**config.mk**
```make
export PLATFORM = sky130hd
export DESIGN_NAME = dtc_top
export DESIGN_NICKNAME = d
export VERILOG_FILES = /design/src/hw/dtc_pkg.sv /design/src/hw/dtc_top.sv
export SDC_FILE = /design/constraint.sdc
export NUM_CORES = 1
export LEC_CHECK = 0
export ABC_AREA = 0
export BUFFER_PORTS_ARGS = -buffer_cell sky130_fd_sc_hd__buf_2
export CORE_ASPECT_RATIO = 1.4
export CORE_MARGIN = 4
export CORE_UTILIZATION = 59
export DETAILED_ROUTE_END_ITERATION = 6
export PLACE_DENSITY = 0.92
export SYNTH_ARGS = -nofsm -noshare
export SYNTH_HDL_FRONTEND = slang
export SYNTH_SLANG_ARGS = --single-unit
```
**constraint.sdc**
```tcl
create_clock -name aclk -period 6.8 [get_ports aclk]
set_input_delay 0.68 -clock aclk [delete_from_list [all_inputs] [get_ports aclk]]
set_output_delay 0.68 -clock aclk [all_outputs]
set_load 0.02 [all_outputs]
```
**src/hw/dtc_pkg.sv**
```systemverilog
// package for the dual timer/event counter: register map, fields, modes
// assumes a 32-bit axi4-lite slave port with 6-bit register indices
package dtc_pkg;
  // register indices, byte address is four times the index
  localparam logic [5:0] IDX_VALUE0 = 6'h0D;
  localparam logic [5:0] IDX_CTRL0 = 6'h0E;
  localparam logic [5:0] IDX_VALUE1 = 6'h10;
  localparam logic [5:0] IDX_CTRL1 = 6'h11;
  localparam logic [5:0] IDX_STATUS = 6'h12;
  localparam logic [5:0] IDX_MASK = 6'h13;
  localparam logic [5:0] IDX_CONFIG = 6'h14;
  // control register fields
  localparam int CTRL_PSC_LSB = 0;
  localparam int CTRL_EDGE_BIT = 3;
  localparam int CTRL_RUN_BIT = 4;
  localparam int CTRL_MODE_LSB = 6;
  // config register fields
  localparam int CFG_PFD_SRC_BIT = 0;
  localparam int CFG_PFD_LATCH_BIT = 1;
  localparam int CFG_PFD_OE_BIT = 2;
  // reset values
  localparam logic [7:0] CTRL_RST = 8'h00;
  localparam logic [7:0] CNT_RST = 8'h00;
  localparam logic [1:0] MASK_RST = 2'h0;
  localparam logic [2:0] CFG_RST = 3'h0;
  // counting
  localparam logic [7:0] CNT_MAX = 8'hFF;
  localparam int PRESC_W = 7;
  localparam logic [1:0] DIV4_LAST = 2'h3;
  // axi responses
  localparam logic [1:0] RESP_OKAY = 2'h0;
  localparam logic [1:0] RESP_SLVERR = 2'h2;
  // operating modes
  typedef enum logic [1:0] {
    MODE_IDLE = 2'h0,
    MODE_EVENT = 2'h1,
    MODE_TIMER = 2'h2,
    MODE_PULSE = 2'h3
  } dtc_mode_t;
  // pulse width measurement states, gray along arm-measure-done
  typedef enum logic [1:0] {
    PW_ARM = 2'h0,
    PW_MEAS = 2'h1,
    PW_DONE = 2'h3
  } dtc_pw_t;
endpackage

```
**src/hw/dtc_top.sv**
```systemverilog
// dual 8-bit timer/event counter with axi4-lite registers, irq and divider out
// assumes event pins synchronous to aclk; one write and one read in flight
//
// The AXI4-Lite interface to the registers was left to the implementer.
`timescale 1ns/1ps
module dtc_top (
  input wire logic aclk, // system clock, 10 MHz
  input wire logic aresetn, // synchronous reset, active low
  input wire logic [7:0] s_axi_awaddr, // write address
  input wire logic [2:0] s_axi_awprot, // write protection, unused
  input wire logic s_axi_awvalid, // write address valid
  output logic s_axi_awready, // write address ready
  input wire logic [31:0] s_axi_wdata, // write data
  input wire logic [3:0] s_axi_wstrb, // write strobes
  input wire logic s_axi_wvalid, // write data valid
  output logic s_axi_wready, // write data ready
  output logic [1:0] s_axi_bresp, // write response
  output logic s_axi_bvalid, // write response valid
  input wire logic s_axi_bready, // write response ready
  input wire logic [7:0] s_axi_araddr, // read address
  input wire logic [2:0] s_axi_arprot, // read protection, unused
  input wire logic s_axi_arvalid, // read address valid
  output logic s_axi_arready, // read address ready
  output logic [31:0] s_axi_rdata, // read data
  output logic [1:0] s_axi_rresp, // read response
  output logic s_axi_rvalid, // read data valid
  input wire logic s_axi_rready, // read data ready
  input wire logic counter0_value_or_pin, // event pin of counter 0
  input wire logic counter1_value_or_pin, // event pin of counter 1
  output logic shared_port_pin, // divider output level
  output logic shared_port_pin_oe, // divider output enable
  output logic irq, // level interrupt
  output logic wakeup // one-cycle wake-up pulse
);

  // maps a byte address onto a register index
  function automatic logic [5:0] reg_idx(input logic [7:0] addr);
    reg_idx = addr[7:2];
  endfunction

  // tells whether an index names a register
  function automatic logic is_mapped(input logic [5:0] idx);
    logic hit;
    hit = 1'b0;
    if (idx == dtc_pkg::IDX_VALUE0) hit = 1'b1;
    else if (idx == dtc_pkg::IDX_CTRL0) hit = 1'b1;
    else if (idx == dtc_pkg::IDX_VALUE1) hit = 1'b1;
    else if (idx == dtc_pkg::IDX_CTRL1) hit = 1'b1;
    else if (idx == dtc_pkg::IDX_STATUS) hit = 1'b1;
    else if (idx == dtc_pkg::IDX_MASK) hit = 1'b1;
    else if (idx == dtc_pkg::IDX_CONFIG) hit = 1'b1;
    is_mapped = hit;
  endfunction

  // prescaler stage count to a mask of low prescaler bits
  function automatic logic [6:0] stage_mask(input logic [2:0] psc);
    logic [6:0] m;
    m = 7'h00;
    for (int k = 0; k < dtc_pkg::PRESC_W; k++) begin
      m[k] = (k < int'(psc));
    end
    stage_mask = m;
  endfunction

  logic aw_held_q, w_held_q, bvalid_q, rvalid_q;
  logic [7:0] awaddr_q, wdata_q;
  logic wstrb0_q;
  logic [1:0] bresp_q, rresp_q;
  logic [31:0] rdata_q;
  logic do_write, rd_fire, wr_byte;
  logic [5:0] wr_idx, rd_idx;
  logic [1:0] wr_value, wr_ctrl, read_block, ovf, int_tick, count_en, run;
  logic [1:0][7:0] cnt_all, ctrl_all;
  logic [1:0] stat_q, mask_q;
  logic [2:0] cfg_q;
  logic [6:0] presc_q;
  logic pfd_q, pin_q, wakeup_q;
  logic rd_status;

  // write channel handshakes
  assign s_axi_awready = !aw_held_q && !bvalid_q;
  assign s_axi_wready = !w_held_q && !bvalid_q;
  assign do_write = aw_held_q && w_held_q && !bvalid_q;
  assign wr_idx = reg_idx(awaddr_q);
  assign wr_byte = do_write && wstrb0_q;

  // write address and data capture, either order
  always_ff @(posedge aclk) begin
    if (!aresetn) begin
      aw_held_q <= 1'b0;
      w_held_q <= 1'b0;
      awaddr_q <= 8'h00;
      wdata_q <= 8'h00;
      wstrb0_q <= 1'b0;
    end else begin
      if (s_axi_awvalid && s_axi_awready) begin
        aw_held_q <= 1'b1;
        awaddr_q <= s_axi_awaddr;
      end else if (do_write) begin
        aw_held_q <= 1'b0;
      end
      if (s_axi_wvalid && s_axi_wready) begin
        w_held_q <= 1'b1;
        wdata_q <= s_axi_wdata[7:0];
        wstrb0_q <= s_axi_wstrb[0];
      end else if (do_write) begin
        w_held_q <= 1'b0;
      end
    end
  end

  // write response
  always_ff @(posedge aclk) begin
    if (!aresetn) begin
      bvalid_q <= 1'b0;
      bresp_q <= dtc_pkg::RESP_OKAY;
    end else if (do_write) begin
      bvalid_q <= 1'b1;
      bresp_q <= is_mapped(wr_idx) ? dtc_pkg::RESP_OKAY : dtc_pkg::RESP_SLVERR;
    end else if (s_axi_bready) begin
      bvalid_q <= 1'b0;
    end
  end

  assign s_axi_bvalid = bvalid_q;
  assign s_axi_bresp = bresp_q;

  // register write strobes per counter
  assign wr_value[0] = wr_byte && (wr_idx == dtc_pkg::IDX_VALUE0);
  assign wr_value[1] = wr_byte && (wr_idx == dtc_pkg::IDX_VALUE1);
  assign wr_ctrl[0] = wr_byte && (wr_idx == dtc_pkg::IDX_CTRL0);
  assign wr_ctrl[1] = wr_byte && (wr_idx == dtc_pkg::IDX_CTRL1);

  // read channel
  assign s_axi_arready = !rvalid_q;
  assign rd_fire = s_axi_arvalid && s_axi_arready;
  assign rd_idx = reg_idx(s_axi_araddr);
  assign rd_status = rd_fire && (rd_idx == dtc_pkg::IDX_STATUS);
  assign read_block[0] = rd_fire && (rd_idx == dtc_pkg::IDX_VALUE0);
  assign read_block[1] = rd_fire && (rd_idx == dtc_pkg::IDX_VALUE1);

  // read data capture; live count returned
  always_ff @(posedge aclk) begin
    if (!aresetn) begin
      rvalid_q <= 1'b0;
      rdata_q <= 32'h0000_0000;
      rresp_q <= dtc_pkg::RESP_OKAY;
    end else if (rd_fire) begin
      rvalid_q <= 1'b1;
      rresp_q <= is_mapped(rd_idx) ? dtc_pkg::RESP_OKAY : dtc_pkg::RESP_SLVERR;
      if (rd_idx == dtc_pkg::IDX_VALUE0) rdata_q <= {24'h000000, cnt_all[0]};
      else if (rd_idx == dtc_pkg::IDX_CTRL0) rdata_q <= {24'h000000, ctrl_all[0]};
      else if (rd_idx == dtc_pkg::IDX_VALUE1) rdata_q <= {24'h000000, cnt_all[1]};
      else if (rd_idx == dtc_pkg::IDX_CTRL1) rdata_q <= {24'h000000, ctrl_all[1]};
      else if (rd_idx == dtc_pkg::IDX_STATUS) rdata_q <= {30'h0, stat_q};
      else if (rd_idx == dtc_pkg::IDX_MASK) rdata_q <= {30'h0, mask_q};
      else if (rd_idx == dtc_pkg::IDX_CONFIG) rdata_q <= {29'h0, cfg_q};
      else rdata_q <= 32'h0000_0000;
    end else if (s_axi_rready) begin
      rvalid_q <= 1'b0;
    end
  end

  assign s_axi_rvalid = rvalid_q;
  assign s_axi_rdata = rdata_q;
  assign s_axi_rresp = rresp_q;

  // free-running prescaler shared by both internal sources
  always_ff @(posedge aclk) begin
    if (!aresetn) presc_q <= 7'h00;
    else presc_q <= presc_q + 7'h01;
  end

  assign int_tick[0] = (presc_q & stage_mask(ctrl_all[0][2:0])) == stage_mask(ctrl_all[0][2:0]);
  assign int_tick[1] = (presc_q[1:0] == dtc_pkg::DIV4_LAST);

  // one counter channel per generate iteration
  for (genvar i = 0; i < 2; i++) begin : g_cnt
    logic [7:0] cnt_q, preload_q, ctrl_q;
    logic pin_now, pin_prev_q, ext_edge, start_lvl, pw_end;
    dtc_pkg::dtc_mode_t mode;
    dtc_pkg::dtc_pw_t pw_q;

    assign pin_now = (i == 0) ? counter0_value_or_pin : counter1_value_or_pin;
    assign mode = dtc_pkg::dtc_mode_t'(ctrl_q[dtc_pkg::CTRL_MODE_LSB +: 2]);
    assign run[i] = ctrl_q[dtc_pkg::CTRL_RUN_BIT];
    // edge select 0 rising, 1 falling
    assign ext_edge = ctrl_q[dtc_pkg::CTRL_EDGE_BIT] ? (pin_prev_q && !pin_now)
                                                      : (!pin_prev_q && pin_now);
    assign start_lvl = ctrl_q[dtc_pkg::CTRL_EDGE_BIT];
    // only a live pulse measurement may end and clear run
    assign pw_end = (pw_q == dtc_pkg::PW_MEAS) && (mode == dtc_pkg::MODE_PULSE)
                    && (pin_now == start_lvl);

    // pin history for edge detection
    always_ff @(posedge aclk) begin
      if (!aresetn) pin_prev_q <= 1'b0;
      else pin_prev_q <= pin_now;
    end

    always_comb begin
      count_en[i] = 1'b0;
      if (run[i] && !read_block[i]) begin
        case (mode)
          dtc_pkg::MODE_EVENT: count_en[i] = ext_edge;
          dtc_pkg::MODE_TIMER: count_en[i] = int_tick[i];
          dtc_pkg::MODE_PULSE: count_en[i] = (pw_q == dtc_pkg::PW_MEAS) && !pw_end
                                             && int_tick[i];
          default: count_en[i] = 1'b0;
        endcase
      end
    end

    assign ovf[i] = count_en[i] && (cnt_q == dtc_pkg::CNT_MAX);

    always_ff @(posedge aclk) begin
      if (!aresetn) begin
        pw_q <= dtc_pkg::PW_ARM;
      end else begin
        case (pw_q)
          dtc_pkg::PW_ARM: begin
            if (run[i] && mode == dtc_pkg::MODE_PULSE && ext_edge) pw_q <= dtc_pkg::PW_MEAS;
          end
          dtc_pkg::PW_MEAS: begin
            if (pw_end) pw_q <= dtc_pkg::PW_DONE;
            else if (!run[i] || mode != dtc_pkg::MODE_PULSE) pw_q <= dtc_pkg::PW_ARM;
          end
          dtc_pkg::PW_DONE: begin
            if (run[i]) pw_q <= dtc_pkg::PW_ARM;
          end
          default: pw_q <= dtc_pkg::PW_ARM;
        endcase
      end
    end

    // control register; software write wins over hardware run clear
    always_ff @(posedge aclk) begin
      if (!aresetn) begin
        ctrl_q <= dtc_pkg::CTRL_RST;
      end else if (wr_ctrl[i]) begin
        ctrl_q <= wdata_q;
      end else if (pw_end) begin
        ctrl_q[dtc_pkg::CTRL_RUN_BIT] <= 1'b0;
      end
    end

    always_ff @(posedge aclk) begin
      if (!aresetn) preload_q <= dtc_pkg::CNT_RST;
      else if (wr_value[i]) preload_q <= wdata_q;
    end

    // counter update
    always_ff @(posedge aclk) begin
      if (!aresetn) begin
        cnt_q <= dtc_pkg::CNT_RST;
      end else if (wr_value[i] && !run[i]) begin
        cnt_q <= wdata_q;
      end else if (ovf[i]) begin
        cnt_q <= preload_q;
      end else if (count_en[i]) begin
        cnt_q <= cnt_q + 8'h01;
      end
    end

    assign cnt_all[i] = cnt_q;
    assign ctrl_all[i] = ctrl_q;
  end

  // sticky flags, set beats read clear
  always_ff @(posedge aclk) begin
    if (!aresetn) stat_q <= 2'h0;
    else stat_q <= ovf | (rd_status ? 2'h0 : stat_q);
  end

  // mask and config registers
  always_ff @(posedge aclk) begin
    if (!aresetn) begin
      mask_q <= dtc_pkg::MASK_RST;
      cfg_q <= dtc_pkg::CFG_RST;
    end else if (wr_byte) begin
      if (wr_idx == dtc_pkg::IDX_MASK) mask_q <= wdata_q[1:0];
      else if (wr_idx == dtc_pkg::IDX_CONFIG) cfg_q <= wdata_q[2:0];
    end
  end

  assign irq = |(stat_q & mask_q);

  always_ff @(posedge aclk) begin
    if (!aresetn) wakeup_q <= 1'b0;
    else wakeup_q <= |ovf;
  end

  assign wakeup = wakeup_q;

  always_ff @(posedge aclk) begin
    if (!aresetn) begin
      pfd_q <= 1'b0;
      pin_q <= 1'b0;
    end else if (!cfg_q[dtc_pkg::CFG_PFD_LATCH_BIT]) begin
      pfd_q <= 1'b0;
      pin_q <= 1'b0;
    end else begin
      if (ovf[cfg_q[dtc_pkg::CFG_PFD_SRC_BIT]]) pfd_q <= !pfd_q;
      pin_q <= pfd_q;
    end
  end

  assign shared_port_pin = pin_q;
  assign shared_port_pin_oe = cfg_q[dtc_pkg::CFG_PFD_OE_BIT];
endmodule // dtc_top

```
==> impl_metrics.ini <==
[run_status]
outcome = completed

[clock_tree]
clockBufferDepth = 2
cts.sinks = 100
cts_setup_buffers = 0
ctsResizeCount = 0
cts_root_buffer = clkbuf_16
htree_levels = 3
clock_latency_ns = 0.35
clk_pin_slew_ns = 0.06
ctsHoldBuffers = 0
cts_tree = done
numCtsBuffers = 9

[worst_setup_path]
path_max_fanout = 10
path_class = register to register
crit_arrival_ns = 3.17
slowest_delay_ns = 0.65
worstSetupStartpointType = register
worstPathCellList = nor4b_1 > and4b_1 > nor2b_1 > nor2_1 > a221oi_1 > nor2_1
critical-path-top-delay-family = simple AND/OR/NAND/NOR gates
endpoint_kind = register
crit_top_cell = nor2_1
cp.buffers_inverters = 0
cp_slowest_cell = nor2b_1
worstPathRequired_ns = 7.00

[worst_hold_path]
hold_class = register to register

[grt]
grt_max_degree = 87
grt_pass1_vias = 4239
antenna_found_initial = 1
grt_first_pass_wirelength_mm = 19.90
grtUsageTotal_pct = 24.97
overflow = 0

[power_and_ir_drop]
power.switching_w = 0.0002928
p_comb_share_pct = 6.8
clock_power_share_pct = 46.6
switching_share_pct = 22.06
seqPwrFrac_pct = 46.6
total_leakage_power_nw = 2.188
power.internal_w = 0.001034
ir_drop_v = 0.0001902
power.density_nw_per_um2 = 240.4

[routing]
viasPerCell = 6.127
wl_per_cell_um = 17.18
drt-total-wl_mm = 12.54
first_pass_iters = 6
vias = 4473
drt_iter0_markers = 404
detail-route-antenna-nets = 0
drc = 0

[timing]
setup_viol_count_final = 0
fin_tns_setup_ns = 0
tightestPinTransition_ns = 0.9968
post-route-period-util_pct = 43.71
maxSlewViolCount = 0
rsz0062_at_grt = no
skew_ns = 0.009758
max_freq_mhz = 336.5
slew_headroom_pct = 33.04
min_period_ns = 2.972
finalHoldViolCount = 0

[placement]
dpl_cell_area_sq_um = 5150
portBuffers = 48
gp_congestion = 0.9081
dpl.hpwl_mm = 8.822

[yosys]
yosys_register_bits = 100
yosysMostFrequentCell = dfxtp_1
synthArstFlopShare_pct = 0
synth_edf_count = 0
syn_area_per_cell_sq_um = 8.387
synthFlopType = dfxtp_1
synth_cell_type_count = 60
synthCells = 600
synth_seq_area_share_pct = 39.78
yosys.area.top_type = dfxtp_1
syn_area_sq_um = 5032
yosys-top-cells-area = dfxtp_1 (40%), mux2i_1 (9.3%), nor2_1 (7.2%)
ys_warn_count = 0
yosysTopAreaCellShare_pct = 39.78
synth_commonest_cells = dfxtp_1 (100), nor2_1 (97), nand2_1 (58)

[final_layout]
final_util_pct = 66.92
syn_to_final_growth_pct = 9.672
fillCellCount = 594
design_area_sq_um = 5519
nets = 692
drive_gt1_share_pct = 13.08

[floorplan]
placementRows = 39
core_sq_um = 8247
dieArea_sq_um = 10090
die_w_um = 86.06
die_y_um = 117.3
pin_count = 112
start_util_pct = 61.02

[job]
cap_violations = 0
## metrics by stage
step                cells  hold slack, ns  setup WS, ns  total power [W]
finish                730          0.4626         3.828         0.001327
global route          730          0.4912         3.513         0.001367
CTS                   729          0.4622         3.873         0.001330
detailed placement    713          0.4534         3.885        0.0007194
global placement      713          0.4404         3.918        0.0007153
floorplan             625          0.4403         4.465        0.0007007
## flip-flops by register name (all words and copies together) (netlist names), 2 cells and up
signal,count
stat_q,2
g_cnt.pin_prev_q,2
g_cnt.ctrl_q,16
cfg_q,3
g_cnt.preload_q,16
mask_q,2
presc_q,7
awaddr_q,6
g_cnt.pw_q,4
s_axi_rdata,8
g_cnt.cnt_q,16
wdata_q,8
## final cells by class
type / instances / area [sq um] / share of cell area [%]
diodes: 1 / 2.502 / 0.04534
well taps: 102 / 127.6 / 2.312
inverters: 9 / 33.78 / 0.6121
clock buffers: 12 / 246.5 / 4.466
clock inverters: 4 / 120.1 / 2.176
repair buffers: 49 / 247.7 / 4.489
flip-flops and latches: 100 / 2002 / 36.27
multi-input cells: 453 / 2739 / 49.63
## placed cells by master, fill, tap and decap left out, drive strengths merged, types with 12 or more instances in the layout
master	instances
a21oi	43
a221oi	13
buf	49
clkbuf	12
conb	26
dfxtp	100
mux2i	47
nand2	58
nand3	23
nor2	97
o21ai	15
## path summary, 6_finish.rpt
| path | endpoint | depth (start not counted) | slack, ns | start |
|---|---|---|---|---|
| min | s_axi_rresp[1] | 2 | 0.46 | s_axi_rresp[1] |
| max | g_cnt[1].cnt_q[1] | 6 | 3.83 | awaddr_q[6] |
| min reg2reg | s_axi_rresp[1] | 2 | 0.46 | s_axi_rresp[1] |
| max reg2reg | g_cnt[1].cnt_q[1] | 6 | 3.83 | awaddr_q[6] |
## cell families after synthesis
family,count (synthesis),synth area share [%]
simple gates,243,23.17
fa+ha+maj,3,0.7460
compound gates,115,15.27
flops,100,39.78
other cells,1,0.07452
mux,51,10.69
xor+xnor,15,2.611
buf+inv,72,7.658
## worst register-to-register path: stages (launching register included)
cell and delay, ns:
dfxtp_1 0.42, nor4b_1 0.44, and4b_1 0.62, nor2b_1 0.65, nor2_1 0.30, a221oi_1 0.34
nor2_1 0.06
## routing by layer
| metal | part of all wire [%] | vias up | global-route usage (%) |
|---|---|---|---|
| met5 | 0 | - | 0 |
| met4 | 6.4 | 0 | 20.17 |
| met3 | 6.9 | 57 | 3.922 |
| met2 | 51 | 233 | 43.80 |
| met1 | 36 | 2080 | 26.28 |
| li1 | - | 2103 | - |
## power groups by stage
| stage | clock, W | sequential, W | combinational (W) |
|---|---|---|---|
| 2_1_floorplan | 0 | 0.000626 | 0.0000749 |
| 3_3_place_gp | 0 | 0.000630 | 0.0000857 |
| 3_5_place_dp | 0 | 0.000631 | 0.0000888 |
| 4_1_cts | 0.000623 | 0.000617 | 0.0000895 |
| 5_1_grt | 0.000648 | 0.000620 | 0.0000998 |
| 6_report | 0.000619 | 0.000618 | 0.0000901 |
Note: power is estimated with default switching activity, not from simulation.
